### src/pkg/ehb_map.svh
// Purpose: Constants of the memory-port bus hold handshake.
// Assumes: All delays are counted in memory-port clock periods (E).
// Notes:   Tick counts include one extra tick for the unknown phase of the first tick.
`ifndef EHB_MAP_SVH
`define EHB_MAP_SVH

// Handshake delays in memory-port clock periods
`define EHB_FLOAT_MIN_E   3'd2
`define EHB_RESUME_MIN_E  3'd2
`define EHB_RESUME_MAX_E  3'd7

// Ticks to wait: the first tick may come at once, so one more is counted
`define EHB_FLOAT_TICKS   (`EHB_FLOAT_MIN_E + 3'd1)
`define EHB_RESUME_TICKS  (`EHB_RESUME_MIN_E + 3'd1)
`define EHB_TICK_SAT      3'd7

// Core clock dividers for the memory-port clock (last count of each)
`define EHB_DIV4_LAST     3'd3
`define EHB_DIV6_LAST     3'd5

// Memory-port clock source select codes
`define EHB_SRC_EXT       2'h0
`define EHB_SRC_DIV4      2'h1
`define EHB_SRC_DIV6      2'h2

`endif

### src/pkg/ehb_pkg.sv
// Purpose: Types of the memory-port bus hold handshake.
// Assumes: Nothing beyond ehb_map.svh.
// Notes:   Output enables are active low (0 = pin driven).
package ehb_pkg;

    typedef enum logic [2:0] {
        EHB_IDLE   = 3'h0,
        EHB_DRAIN  = 3'h1,
        EHB_FLOAT  = 3'h3,
        EHB_HELD   = 3'h2,
        EHB_RESUME = 3'h6,
        EHB_UNACK  = 3'h7
    } ehb_state_e;

    typedef struct packed {
        logic chip_en_oe_n;
        logic byte_en_oe_n;
        logic data_oe_n;
        logic addr_oe_n;
        logic strobe_oe_n;
        logic sdram_clock_enable_oe_n;
        logic extra_output_enable_oe_n;
        logic peripheral_transfer_strobe_oe_n;
    } ehb_pin_oe_s;

endpackage

### src/rtl/ehb_sync.sv
// Purpose: Two-stage synchroniser for one level.
// Assumes: Single clock, synchronous active-low reset.
// Notes:   The first stage feeds only the second.
`timescale 1ns/1ps

module ehb_sync #(
    parameter logic RESET_VAL = 1'b1
) (
    input  wire logic clk_i,     // Clock
    input  wire logic rst_n_i,   // Sync reset, active low
    input  wire logic d_i,       // Asynchronous level
    output logic      q_o        // Synchronised level
);

    logic meta;

    always_ff @(posedge clk_i) begin
        if (!rst_n_i) begin
            meta <= RESET_VAL;
            q_o  <= RESET_VAL;
        end else begin
            meta <= d_i;
            q_o  <= meta;
        end
    end

endmodule

### src/rtl/ehb_top.sv
// Purpose: Bus hold handshake for the external memory port (wide or narrow).
// Assumes: 250 MHz clk_i; memory-port clock is a tick enable from a divider or ext clock edge.
// Notes:   All pin enables are active low; the pins themselves live in the memory controller.
`timescale 1ns/1ps
`include "ehb_map.svh"

// Function
// RULE1: Float port pins no sooner than two port clocks after request falls.
// RULE2: Drive acknowledge low within two port clocks after pins float.
// RULE3: Requester keeps request low one port clock after acknowledge falls.
// RULE4: Drive pins again two to seven port clocks after request rises.
// RULE5: Raise acknowledge within two port clocks after pins are driven.
// RULE6: With clock float chosen, float clock output at least two port clocks late.
// RULE7: Drive floated clock output again two to seven port clocks after release.
// RULE8: With float select 0, clock output keeps toggling while released.
// RULE9: With float select 1, clock output floats while released.
// RULE10: Finish pending transactions before acknowledging; idle bus gives minimum delay.
// RULE11: While release block is set, never grant the bus. The code checks the block only in EHB_DRAIN, not in EHB_FLOAT.
// RULE12: Wide port releases enables, data, address, strobes, clock enable, extras.
// RULE13: Narrow port releases the same set without the clock enable.
// RULE14: Count delays in port clock periods: external clock, core/4 or core/6.
// RULE15: Synchronise the request through two stages before use.
// RULE16: Hold acknowledge low and start nothing while request stays low.
module ehb_top (
    input  wire logic          clk_i,                    // Core clock, 250 MHz
    input  wire logic          rst_n_i,                  // Sync reset, active low
    input  wire logic          bus_release_req_n_i,      // Bus request from outside master, active low
    input  wire logic          release_block_i,          // Holds off the grant while 1 before the pins float
    input  wire logic          clkout_tristate_sel_i,    // 1: float mem clock out while released
    input  wire logic          wide_mem_port_i,          // 1: wide port, 0: narrow port
    input  wire logic [1:0]    port_clk_src_i,           // Port clock source select
    input  wire logic          ext_mem_clock_in_i,       // External memory clock, sampled
    input  wire logic          mem_busy_i,               // A port transaction is pending
    output logic               bus_release_ack_n_o,      // Bus acknowledge, active low
    output logic               mem_hold_o,               // Stop starting new transactions
    output ehb_pkg::ehb_pin_oe_s pin_oe_n_o,             // Port pin group enables, low = driven
    output logic               mem_clock_out_oe_n_o      // Mem clock out enable, low = driven
);

    ////////////////////////////////////////////////////////////////////////
    // Request synchroniser

    logic req_n_sync;

    ehb_sync #(
        .RESET_VAL (1'b1)
    ) u_req_sync (
        .clk_i   (clk_i),
        .rst_n_i (rst_n_i),
        .d_i     (bus_release_req_n_i),
        .q_o     (req_n_sync)
    ); // see RULE15

    ////////////////////////////////////////////////////////////////////////
    // Memory-port clock tick

    logic [2:0] div_cnt;
    logic [2:0] next_div_cnt;
    logic       ext_clk_d;
    logic       tick;
    logic       next_tick;

    always_comb begin
        next_div_cnt = div_cnt + 3'd1;
        next_tick    = 1'b0;
        unique case (port_clk_src_i)
            `EHB_SRC_DIV4: begin
                next_tick = (div_cnt >= `EHB_DIV4_LAST);
            end
            `EHB_SRC_DIV6: begin
                next_tick = (div_cnt >= `EHB_DIV6_LAST);
            end
            `EHB_SRC_EXT: begin
                next_tick = ext_mem_clock_in_i && !ext_clk_d;
            end
            default: begin
                next_tick = ext_mem_clock_in_i && !ext_clk_d;
            end
        endcase
        if (next_tick || port_clk_src_i == `EHB_SRC_EXT) begin
            next_div_cnt = 3'd0;
        end
    end // see RULE14

    always_ff @(posedge clk_i) begin
        if (!rst_n_i) begin
            div_cnt   <= 3'd0;
            ext_clk_d <= 1'b0;
            tick      <= 1'b0;
        end else begin
            div_cnt   <= next_div_cnt;
            ext_clk_d <= ext_mem_clock_in_i;
            tick      <= next_tick;
        end
    end

    ////////////////////////////////////////////////////////////////////////
    // Handshake state machine

    ehb_pkg::ehb_state_e  state;
    ehb_pkg::ehb_state_e  next_state;
    logic [2:0]           cnt;
    logic [2:0]           next_cnt;
    logic                 floated;
    logic                 next_floated;
    logic                 clk_float;
    logic                 next_clk_float;
    logic                 next_ack_n;
    logic                 next_hold;
    ehb_pkg::ehb_pin_oe_s next_pin_oe_n;
    logic                 req_lo;

    assign req_lo = !req_n_sync;

    always_comb begin
        next_state     = state;
        next_cnt       = cnt;
        next_floated   = floated;
        next_clk_float = clk_float;
        next_ack_n     = bus_release_ack_n_o;
        next_hold      = mem_hold_o;
        if (tick && cnt != `EHB_TICK_SAT) begin
            next_cnt = cnt + 3'd1;
        end
        unique case (state)
            ehb_pkg::EHB_IDLE: begin
                next_cnt = 3'd0;
                if (req_lo) begin
                    next_state = ehb_pkg::EHB_DRAIN;
                    next_hold  = 1'b1;
                end
            end
            ehb_pkg::EHB_DRAIN: begin
                if (!req_lo) begin
                    next_state = ehb_pkg::EHB_IDLE;
                    next_hold  = 1'b0;
                end else if (cnt >= `EHB_FLOAT_TICKS && !mem_busy_i && !release_block_i) begin
                    next_state     = ehb_pkg::EHB_FLOAT;
                    next_floated   = 1'b1;                      // see RULE1 see RULE10 see RULE11
                    next_clk_float = clkout_tristate_sel_i;     // see RULE6 see RULE8 see RULE9
                end
            end
            ehb_pkg::EHB_FLOAT: begin
                if (tick) begin
                    next_state = ehb_pkg::EHB_HELD;
                    next_ack_n = 1'b0;                          // see RULE2
                end
            end
            ehb_pkg::EHB_HELD: begin
                next_cnt = 3'd0;
                if (!req_lo) begin
                    next_state = ehb_pkg::EHB_RESUME;           // see RULE3 see RULE16
                end
            end
            ehb_pkg::EHB_RESUME: begin
                if (cnt >= `EHB_RESUME_TICKS) begin
                    next_state     = ehb_pkg::EHB_UNACK;
                    next_floated   = 1'b0;                      // see RULE4
                    next_clk_float = 1'b0;                      // see RULE7
                end
            end
            ehb_pkg::EHB_UNACK: begin
                if (tick) begin
                    next_state = ehb_pkg::EHB_IDLE;
                    next_ack_n = 1'b1;                          // see RULE5
                    next_hold  = 1'b0;
                end
            end
            default: begin
                next_state     = ehb_pkg::EHB_IDLE;
                next_floated   = 1'b0;
                next_clk_float = 1'b0;
                next_ack_n     = 1'b1;
                next_hold      = 1'b0;
            end
        endcase
        next_pin_oe_n = '{
            chip_en_oe_n                    : next_floated,
            byte_en_oe_n                    : next_floated,
            data_oe_n                       : next_floated,
            addr_oe_n                       : next_floated,
            strobe_oe_n                     : next_floated,
            sdram_clock_enable_oe_n         : next_floated || !wide_mem_port_i,
            extra_output_enable_oe_n        : next_floated,
            peripheral_transfer_strobe_oe_n : next_floated
        }; // see RULE12 see RULE13
    end

    always_ff @(posedge clk_i) begin
        if (!rst_n_i) begin
            state                <= ehb_pkg::EHB_IDLE;
            cnt                  <= 3'd0;
            floated              <= 1'b0;
            clk_float            <= 1'b0;
            bus_release_ack_n_o  <= 1'b1;
            mem_hold_o           <= 1'b0;
            pin_oe_n_o           <= '0;
            mem_clock_out_oe_n_o <= 1'b0;
        end else begin
            state                <= next_state;
            cnt                  <= next_cnt;
            floated              <= next_floated;
            clk_float            <= next_clk_float;
            bus_release_ack_n_o  <= next_ack_n;
            mem_hold_o           <= next_hold;
            pin_oe_n_o           <= next_pin_oe_n;
            mem_clock_out_oe_n_o <= next_clk_float;
        end
    end

    ////////////////////////////////////////////////////////////////////////
    // Assertions

    logic [2:0] lo_ticks;
    logic [2:0] hi_ticks;

    // Port clock periods since the synchronised request last changed
    always_ff @(posedge clk_i) begin
        if (!rst_n_i) begin
            lo_ticks <= 3'd0;
            hi_ticks <= 3'd0;
        end else begin
            lo_ticks <= !req_lo ? 3'd0 : (tick && lo_ticks != `EHB_TICK_SAT) ? lo_ticks + 3'd1 : lo_ticks;
            hi_ticks <= req_lo ? 3'd0 : (tick && hi_ticks != `EHB_TICK_SAT) ? hi_ticks + 3'd1 : hi_ticks;
        end
    end
endmodule

### config.mk
export PLATFORM = sky130hd
export DESIGN_NAME = ehb_top
export DESIGN_NICKNAME = d
export VERILOG_FILES = /design/src/pkg/ehb_pkg.sv /design/src/rtl/ehb_sync.sv /design/src/rtl/ehb_top.sv
export VERILOG_INCLUDE_DIRS = /design/src /design/src/pkg
export SDC_FILE = /design/constraint.sdc
export NUM_CORES = 1
export LEC_CHECK = 0
export CAP_MARGIN = 5
export CORE_MARGIN = 10
export CORE_UTILIZATION = 60
export DETAILED_ROUTE_END_ITERATION = 12
export DONT_BUFFER_PORTS = 1
export GPL_ROUTABILITY_DRIVEN = 0
export GPL_TIMING_DRIVEN = 1
export HOLD_SLACK_MARGIN = 0.05
export PLACE_DENSITY = 0.76
export SYNTH_ARGS = -nofsm -noshare
export SYNTH_HDL_FRONTEND = slang
export SYNTH_SLANG_ARGS = --single-unit
export TNS_END_PERCENT = 30
### constraint.sdc
create_clock -name clk_i -period 4.55 [get_ports clk_i]
set_clock_uncertainty 0.2 [all_clocks]
set_input_delay 0.455 -clock clk_i [delete_from_list [all_inputs] [get_ports clk_i]]
set_output_delay 0.455 -clock clk_i [all_outputs]
set_load 0.1 [all_outputs]
After elaboration in Yosys (flattened, before gate mapping)
Cells that the tools add are included.
{"block": "op_classes", "div_mod_pow": 0, "n_mul": 0, "reduce_logical": 21, "n_mux": 23, "n_eq_ne": 17, "add_sub_neg": 2, "bitwise": 4, "order_cmp": 3, "shifts": 0}
{"cell": "two-way mux 3 bit", "n": 7}
{"cell": "case mux 3 bit (6 select lines)", "n": 1}
{"cell": "inequality test 2 bit, second input constant", "n": 6}
{"cell": "two-way mux 1 bit", "n": 10}
{"cell": "case mux 1 bit (3 select lines)", "n": 3}
{"cell": "AND reduction 4 bit", "n": 2}
{"cell": "OR reduction 4 bit", "n": 2}
{"cell": "adder 3 x 1 -> 3 bit, second input constant", "n": 2}
{"cell": "equality test 3 x 2 -> 1 bit, second input constant", "n": 2}
{"cell": "equality test 3 bit, second input constant", "n": 2}
{"cell": ">= comparator 3 x 2 -> 1 bit, second input constant", "n": 2}
{"cell": "AND reduction 6 bit", "n": 1}
{"cell": "OR reduction 3 bit", "n": 2}
{"cell": "logical AND 1 bit", "n": 4}
{"cell": "zero test 1 bit", "n": 4}
{"cell": "inequality test 2 x 1 -> 1 bit, second input constant", "n": 2}
{"cell": "NOT 1 bit", "n": 4}
{"cell": "case mux 1 bit (4 select lines)", "n": 1}
{"cell": "equality test 3 x 1 -> 1 bit, second input constant", "n": 1}
{"cell": ">= comparator 3 bit, second input constant", "n": 1}
{"cell": "zero test 3 bit", "n": 1}
{"cell": "inequality test 3 x 2 -> 1 bit, second input constant", "n": 1}
{"cell": "inequality test 3 bit, second input constant", "n": 1}
{"cell": "AND reduction 3 bit", "n": 1}
{"cell": "other kinds (6)", "n": 7}
{"block": "word_totals", "elab_cells": 82, "romBits": 0, "out_inout_bits": 11, "latch_bits": 0, "mem_count": 0, "inputBits": 10, "regBits": 18, "mem_bits_rw": 0}

Longest topological paths before layout
Gate-level depths: netlist of run 1.
{"block": "depth", "word_depth": 7, "ltp_mapped": 5, "ltp_nobuf": 5}

By module
Synthesis of run 1 repeated with hierarchy kept, for this count alone.
{"block": "unflattened", "cells_unflattened": 99, "hier_area_um2": 919.6}
{"module": "ehb_top", "cells_each": 95, "instances": 1, "seq_area_each_um2": 320.3, "area_each_um2": 867.1}
{"module": "ehb_sync", "cells_each": 4, "instances": 1, "seq_area_each_um2": 40.0, "area_each_um2": 52.6}

Worst setup path before layout of run 1
No wires, ideal clock.
{"block": "synth_timing", "path_kind": "register to register", "start": "register cnt[0]", "end": "register state[0]", "stages_incl_launch_ff": 6, "t_required_ns": 4.230, "synth_period_minus_slack_ns": 1.631, "path_buffers": 0, "t_arrival_ns": 1.311, "setup_slack_ns": 2.919, "setup_time_ns": 0.120, "cell_sequence": "dfxtp_1 -> ha_1 -> ha_1 -> a211oi_2 -> nor3_1 -> o31a_1"}
{"block": "synth_via", "elab_chain_len": 5, "elab_cells_between_ends": 6, "cone_classes": "order compare: 1; eq/ne: 2; reduce/logical: 3"}
{"item": "start: declaration", "line_no": "ehb_top.sv:102", "source": "logic [2:0] cnt;"}
{"item": "start signal: assignment", "line_no": "ehb_top.sv:201", "source": "cnt <= next_cnt;"}
{"item": ">= comparator 3 x 2 -> 1 bit (no source line) *"}
{"item": "logical AND 1 bit (2 in a row)", "line_no": "ehb_top.sv:137", "source": "end else if (cnt >= `EHB_FLOAT_TICKS && !mem_busy_i && !release_block_i) begin"}
{"item": "inequality test 3 x 2 -> 1 bit (no source line)"}
{"item": "AND reduction 6 bit (no source line) *"}
{"item": "end signal: assignment", "line_no": "ehb_top.sv:191", "source": "state <= ehb_pkg::EHB_IDLE;"}
{"item": "end signal: assignment", "line_no": "ehb_top.sv:200", "source": "state <= next_state;"}
{"item": "end: declaration", "line_no": "ehb_top.sv:100", "source": "ehb_pkg::ehb_state_e state;"}
Mark *: on every way between the ends. The rest lies on a longest branch, timed or not.
A chain may end at the register's enable or synchronous reset.

==> reports/results.tsv, run 1 <==
metric	value	unit
status	finished clean	
coreArea	1490	um^2
yosysWarnings	0	
grt_pass1_vias	704	
nNetsFinal	119	
r2r_start	cnt[0]	
fmax	446	MHz
synth_edf_count	0	
port_buffers	0	
finalNonFillerCells	115	
hold_depth	1	
startpoint_type	flip-flop	
rrSetupSlack	2.77	ns
grt_max_degree	12	
rows	14	
crit_type	flip-flop to primary output	
dr.pass1.iters	5	
rr_worst_depth	5	
drt_iter0_drc	7	
cp-end-kind	primary output	
crit_buf_inv	1	
die_w	59.6	um
whs_endpoint	state[0]	
clk_latency	0.29	ns
timing.hold.ws	0.0736	ns
drive_gt1_share	10.1	%
rsz0062_at_grt	no	
finalPower	0.293	mW
synthFlopType	dfxtp_1	
synth-seq-cells	18	
critical_path.cell_chain	buf_16	
wl	1740	um
grt.overflow.total	0	
avgSynthCellArea	9.42	um^2
syn-instance-count	100	
vias	696	
grt.busiest_layer	met2	
syn-num-nets	119	
grt_first_pass_wirelength	3110	um
critPathMaxFanout	5	
track_usage	11.1	%
hp-class	input port to flip-flop	
hold_viol	0	
postSynth.asyncResetShare	0	%
antenna_found_initial	0	
worstHoldStart	rst_n_i	
crit_path_max_incr_delay	0.77	ns
met2_usage	17.5	%
yosysSeqAreaShare	38.2	%
initial_utilization	63.3	%
critical-path-slowest-cell	dfxtp_4	
worst_slew_pin_slew	1.01	ns
num_antenna_cells	0	
grt_use_met3	4.72	%
cts_root_buf	clkbuf_4	
syn2layout_area_growth	5.18	%
slew_violations	0	
p_leak	0.405	nW
clockBufferDepth	2	
timing.rr.end	pin_oe_n_o[2]	
htree_levels	1	
p_per_area	296	nW/um^2
pin_count	21	
register_area	364	um^2
setup_slack	2.31	ns
syn-cell-area	942	um^2
met1_usage	12.4	%
vias_per_cell	6.05	
die_area	3560	um^2
path_clk_slew	0.10	ns
fillers	120	
dp_worst_setup_slack	2.64	ns
drc	0	
cts_buffers	3	
setup_viol	0	
multi_input_area	472	um^2
clock_sinks	18	
drtAntennaViolNets	0	
min_period_over_period	49.3	%
die_h	59.6	um
peakVddDrop	0.209	mV
cp.required	3.89	ns
fin_crit	2.24	ns
fin_tns_setup	0	ns
max_slew_margin	32.9	%
dp_hpwl	1360	um
critPathTopFamily	flip-flops	
post_drt_wl_per_cell	15.1	um
ys_types	34	
worstPathArrival	1.59	ns
dp_cells	108	
maxCapViolations	0	
cts_resized	0	
cts_tree	done	
-- cells in the mapped netlist (all sizes together) (2+ instances only) --
master,count,area share [%]
o211ai,3,2.9
nor3,3,1.6
inv,11,4.4
dfxtp,18,38
o21ai,4,2.1
nand3,3,1.6
nor2,6,2.4
buf,9,7.3
nand2,2,0.80
nand2b,5,3.3
mux2i,2,2.1
a211oi,6,5.8
ha,9,12
a21oi,3,1.6
-- power by group --
part	internal (mW)	switching, mW	total [mW]
registers	0.162	0.0117	0.173
clock network	0.0488	0.0500	0.0988
logic	0.0105	0.0103	0.0207
total	0.221	0.0720	0.293
-- routing by layer --
layer / routed length, um / up-vias
li1: - / 342
met1: 663 / 325
met2: 837 / 24
met3: 204 / 5
met4: 30 / 0
met5: 0 / -
-- worst max-delay path by stage --
stage | from | cells after the start | slack (ns) | to
after floorplan | cnt[0] | 5 | 2.92 | state[0]
after global placement | floated | 1 | 2.64 | pin_oe_n_o[3]
after detailed placement | floated | 1 | 2.64 | pin_oe_n_o[3]
after CTS | floated | 1 | 2.30 | pin_oe_n_o[3]
after global routing | floated | 1 | 2.27 | pin_oe_n_o[1]
final | floated | 1 | 2.31 | pin_oe_n_o[3]
-- cells in the final DEF (no fill, tap or decap), types with 3 or more instances in the layout --
master,count
inv_1,11
dlygate4sd3_1,3
nand3_1,3
a211oi_1,4
dfxtp_1,17
a21oi_1,3
nand2b_1,5
o21ai_0,4
nor2_1,6
ha_1,9
nor3_1,3
clkbuf_4,3
-- metrics by stage --
stage / util, % / area [um^2]
after floorplan: - / 942
after global placement: 62.1 / 925
after detailed placement: 62.1 / 925
after CTS: 66.6 / 991
after global routing: 66.6 / 991
final: 66.6 / 991
-- registers in the layout, indices dropped and copies added (netlist names) --
name / cells
cnt: 3
div_cnt: 3
state: 3
bus_release_ack_n_o: 1
clk_float: 1
ext_clk_d: 1
floated: 1
mem_hold_o: 1
pin_oe_n_o: 1
tick: 1
u_req_sync.meta: 1
u_req_sync.q_o: 1
-- what timing repair did --
action	4_1_cts	5_1_grt
hold buffers	3	0
setup buffers	0	0
hold endpoints to repair	4	0
-- cell families (layout without fill, tap and decap cells) --
| group | after synthesis | count (layout) | synth area share, % |
|---|---|---|---|
| AO/OA/AOI/OAI | 25 | 25 | 19.9 |
| adder cells (fa/ha/maj) | 9 | 9 | 12.0 |
| buffers and inverters | 20 | 19 | 11.7 |
| flip-flops | 18 | 18 | 38.2 |
| multiplexers | 2 | 2 | 2.12 |
| AND/OR/NAND/NOR | 25 | 25 | 15.1 |
| XOR/XNOR | 1 | 1 | 0.930 |
-- layout make-up --
cell class,instances,share of cell area (%)
clock buffer,4,3.66
inverter,11,4.17
multi-input combinational,62,47.6
sequential,18,36.7
tap,16,2.02
timing repair buffer,4,5.81
Note: power is estimated with default switching activity, not from simulation.
==> inputs of run 2 (changes only) <==
- ABC_AREA: not set -> 1
- CORE_UTILIZATION: 60 -> 54
- PLACE_DENSITY: 0.76 -> 0.72
- clock period: 4.55 -> 2.05 ns (I/O delays scaled with it)
==> reports/results.tsv, run 2 <==
metric	value	unit	change
grt_pass1_vias	820		+16%
postSynth.asyncResetShare	0	%	unchanged
grt_use_met3	3.00	%	-1.7 points
track_usage	10.6	%	-0.43 points
syn-num-nets	167		+40%
cts_root_buf	clkbuf_4		
worst_slew_pin_slew	0.343	ns	-0.662 ns
final_core_util	67.1	%	+0.54 points
fin_crit	1.90	ns	
port_buffers	0		unchanged
grt_max_degree	11		-1
postCtsSetupBuffers	0		unchanged
yosys.area.top_type	dfxtp_1		
wl	2020	um	+16%
path_clk_slew	0.10	ns	about the same
fin_tns_setup	0	ns	unchanged
grt_first_pass_wirelength	3570	um	+15%
synth_edf_count	0		unchanged
setup_viol	0		unchanged
yosys-top-cells-area	dfxtp_1 35%, ha_1 11%, nand2_1 11%, nor2_1 9.5%, inv_1 8.0%		
rows	15		+1
avgSynthCellArea	6.95	um^2	-26%
nNetsFinal	177		+49%
syn2layout_area_growth	15.1	%	
hp-class	input port to flip-flop		
synth.most_common_cell	nand2_1		
maxCapViolations	0		unchanged
reg_top3	cnt: 3 flops, div_cnt: 3 flops, state: 3 flops		
synthFlopType	dfxtp_1		
yosysWarnings	0		unchanged
drt_iter0_drc	30		+23
pin_count	21		unchanged
startpoint_type	input port		
slew_violations	0		unchanged
coreArea	1760	um^2	+18%
drc	0		unchanged
antenna_found_initial	0		unchanged
fmax	527	MHz	
num_antenna_cells	0		unchanged
post_drt_wl_per_cell	11.1	um	-27%
worstPathArrival	1.88	ns	+0.29 ns
hold_viol	0		unchanged
critPathMaxFanout	7		+2
vias_per_cell	4.85		-20%
synth-seq-cells	18		unchanged
initial_utilization	58.3	%	-5.0 points
clock_sinks	18		unchanged
met2_usage	17.7	%	+0.18 points
rsz0062_at_grt	no		
grt.overflow.total	0		unchanged
die_h	63.6	um	+6.7%
peakVddDrop	0.628	mV	+200%
crit_type	input port to flip-flop		
p_leak	0.610	nW	+51%
grt.busiest_layer	met2		
met1_usage	11.9	%	-0.50 points
final_cell_mix	29 x nand2_1, 26 x nor2_1, 22 x inv_1		
yosysSeqAreaShare	35.0	%	-3.2 points
vias	883		+27%
syn-cell-area	1030	um^2	+9.2%
synth_top_area_share	35.0	%	-3.2 points
dr.pass1.iters	4		-1
synth_common_cells	29 x nand2_1, 26 x nor2_1, 22 x inv_1		
min_period_over_period	92.6	%	
die_area	4050	um^2	+14%
drtAntennaViolNets	0		unchanged
die_w	63.6	um	+6.7%
max_slew_margin	77.1	%	+44 points
final_common_cell	nand2_1		
cts_resized	0		unchanged
ys_types	20		-41%
syn-instance-count	148		+48%
dp_hpwl	1560	um	+15%
p_per_area	1000	nW/um^2	+240%
cp-end-kind	flip-flop		
htree_levels	1		unchanged
cp.required	2.04	ns	-1.85 ns
fillers	167		+39%
clk_latency	0.29	ns	about the same
cts_tree	done		
drive_gt1_share	11.5	%	+1.4 points
clockBufferDepth	2		unchanged
status	finished clean		
cts_buffers	3		unchanged
## run 2: cell count changes in the layout (fill, tap and decap cells not counted), sizes merged, moves of 5 or more
| cell | previous run | this run |
|---|---|---|
| buf | 1 | 6 |
| o21ai | 4 | 9 |
| inv | 11 | 23 |
| nand2b | 5 | 0 |
| a211oi | 6 | 1 |
| nand3 | 3 | 12 |
| nor2 | 6 | 28 |
| nand2 | 2 | 30 |
## run 2: critical path: stages
cell,delay (ns)
dlygate4sd3_1,0.67
inv_1,0.16
or2_2,0.29
dlygate4sd3_1,0.56
## run 2: per-layer routing
| metal | wire length, um | part of all wire, % |
|---|---|---|
| met2 | 1010 | 50 |
| met5 | 0 | 0 |
| met3 | 101 | 5.0 |
| met4 | 34 | 1.7 |
| met1 | 873 | 43 |
## run 2: timing repair
item | in CTS | in global routing
endpoints found under the setup margin | 0 | 0
hold endpoints to repair | 15 | 0
hold buffers | 7 | 0
## run 2: cells by family after synthesis
group                    after synthesis  synth area share, %
adder cells (fa/ha/maj)                9                 10.9
AO/OA/AOI/OAI                         17                 8.88
buffers and inverters                 31                 14.6
flip-flops                            18                 35.0
AND/OR/NAND/NOR                       73                 30.5
## run 2: area by class of cell
type / count / area, um^2 / share of cell area (%)
clock buffers: 4 / 36.3 / 3.07
repair buffers: 13 / 148 / 12.5
inverters: 23 / 86.3 / 7.29
flip-flops and latches: 18 / 364 / 30.8
multi-input cells: 99 / 518 / 43.8
well taps: 25 / 31.3 / 2.64
## run 2: power breakdown
part | switching [mW] | internal, mW
clock | 0.115 | 0.108
sequential | 0.0617 | 0.398
combinational | 0.348 | 0.157
## run 2: final timing paths
check | slack [ns] | to | depth (start not counted) | startpoint
min | 0.09 | clk_float | 5 | release_block_i
max | 0.15 | u_req_sync.meta | 4 | rst_n_i
min reg2reg | 0.22 | u_req_sync.q_o | 1 | u_req_sync.meta
max reg2reg | 0.31 | pin_oe_n_o[2] | 10 | cnt[0]
## run 2: stage by stage
step / instances / total power [mW] / setup WS [ns] / hold slack (ns) / cell area (um^2)
CTS: 182 / 1.19 / 0.178 / 0.0871 / 1180
finish: 182 / 1.19 / 0.151 / 0.0910 / 1180
detailed placement: 171 / 0.960 / 0.379 / 0.109 / 1080
global route: 182 / 1.30 / 0.129 / 0.142 / 1180
global placement: 171 / 0.951 / 0.429 / 0.102 / 1080
floorplan: 148 / 0.887 / 0.488 / 0.0985 / 1030
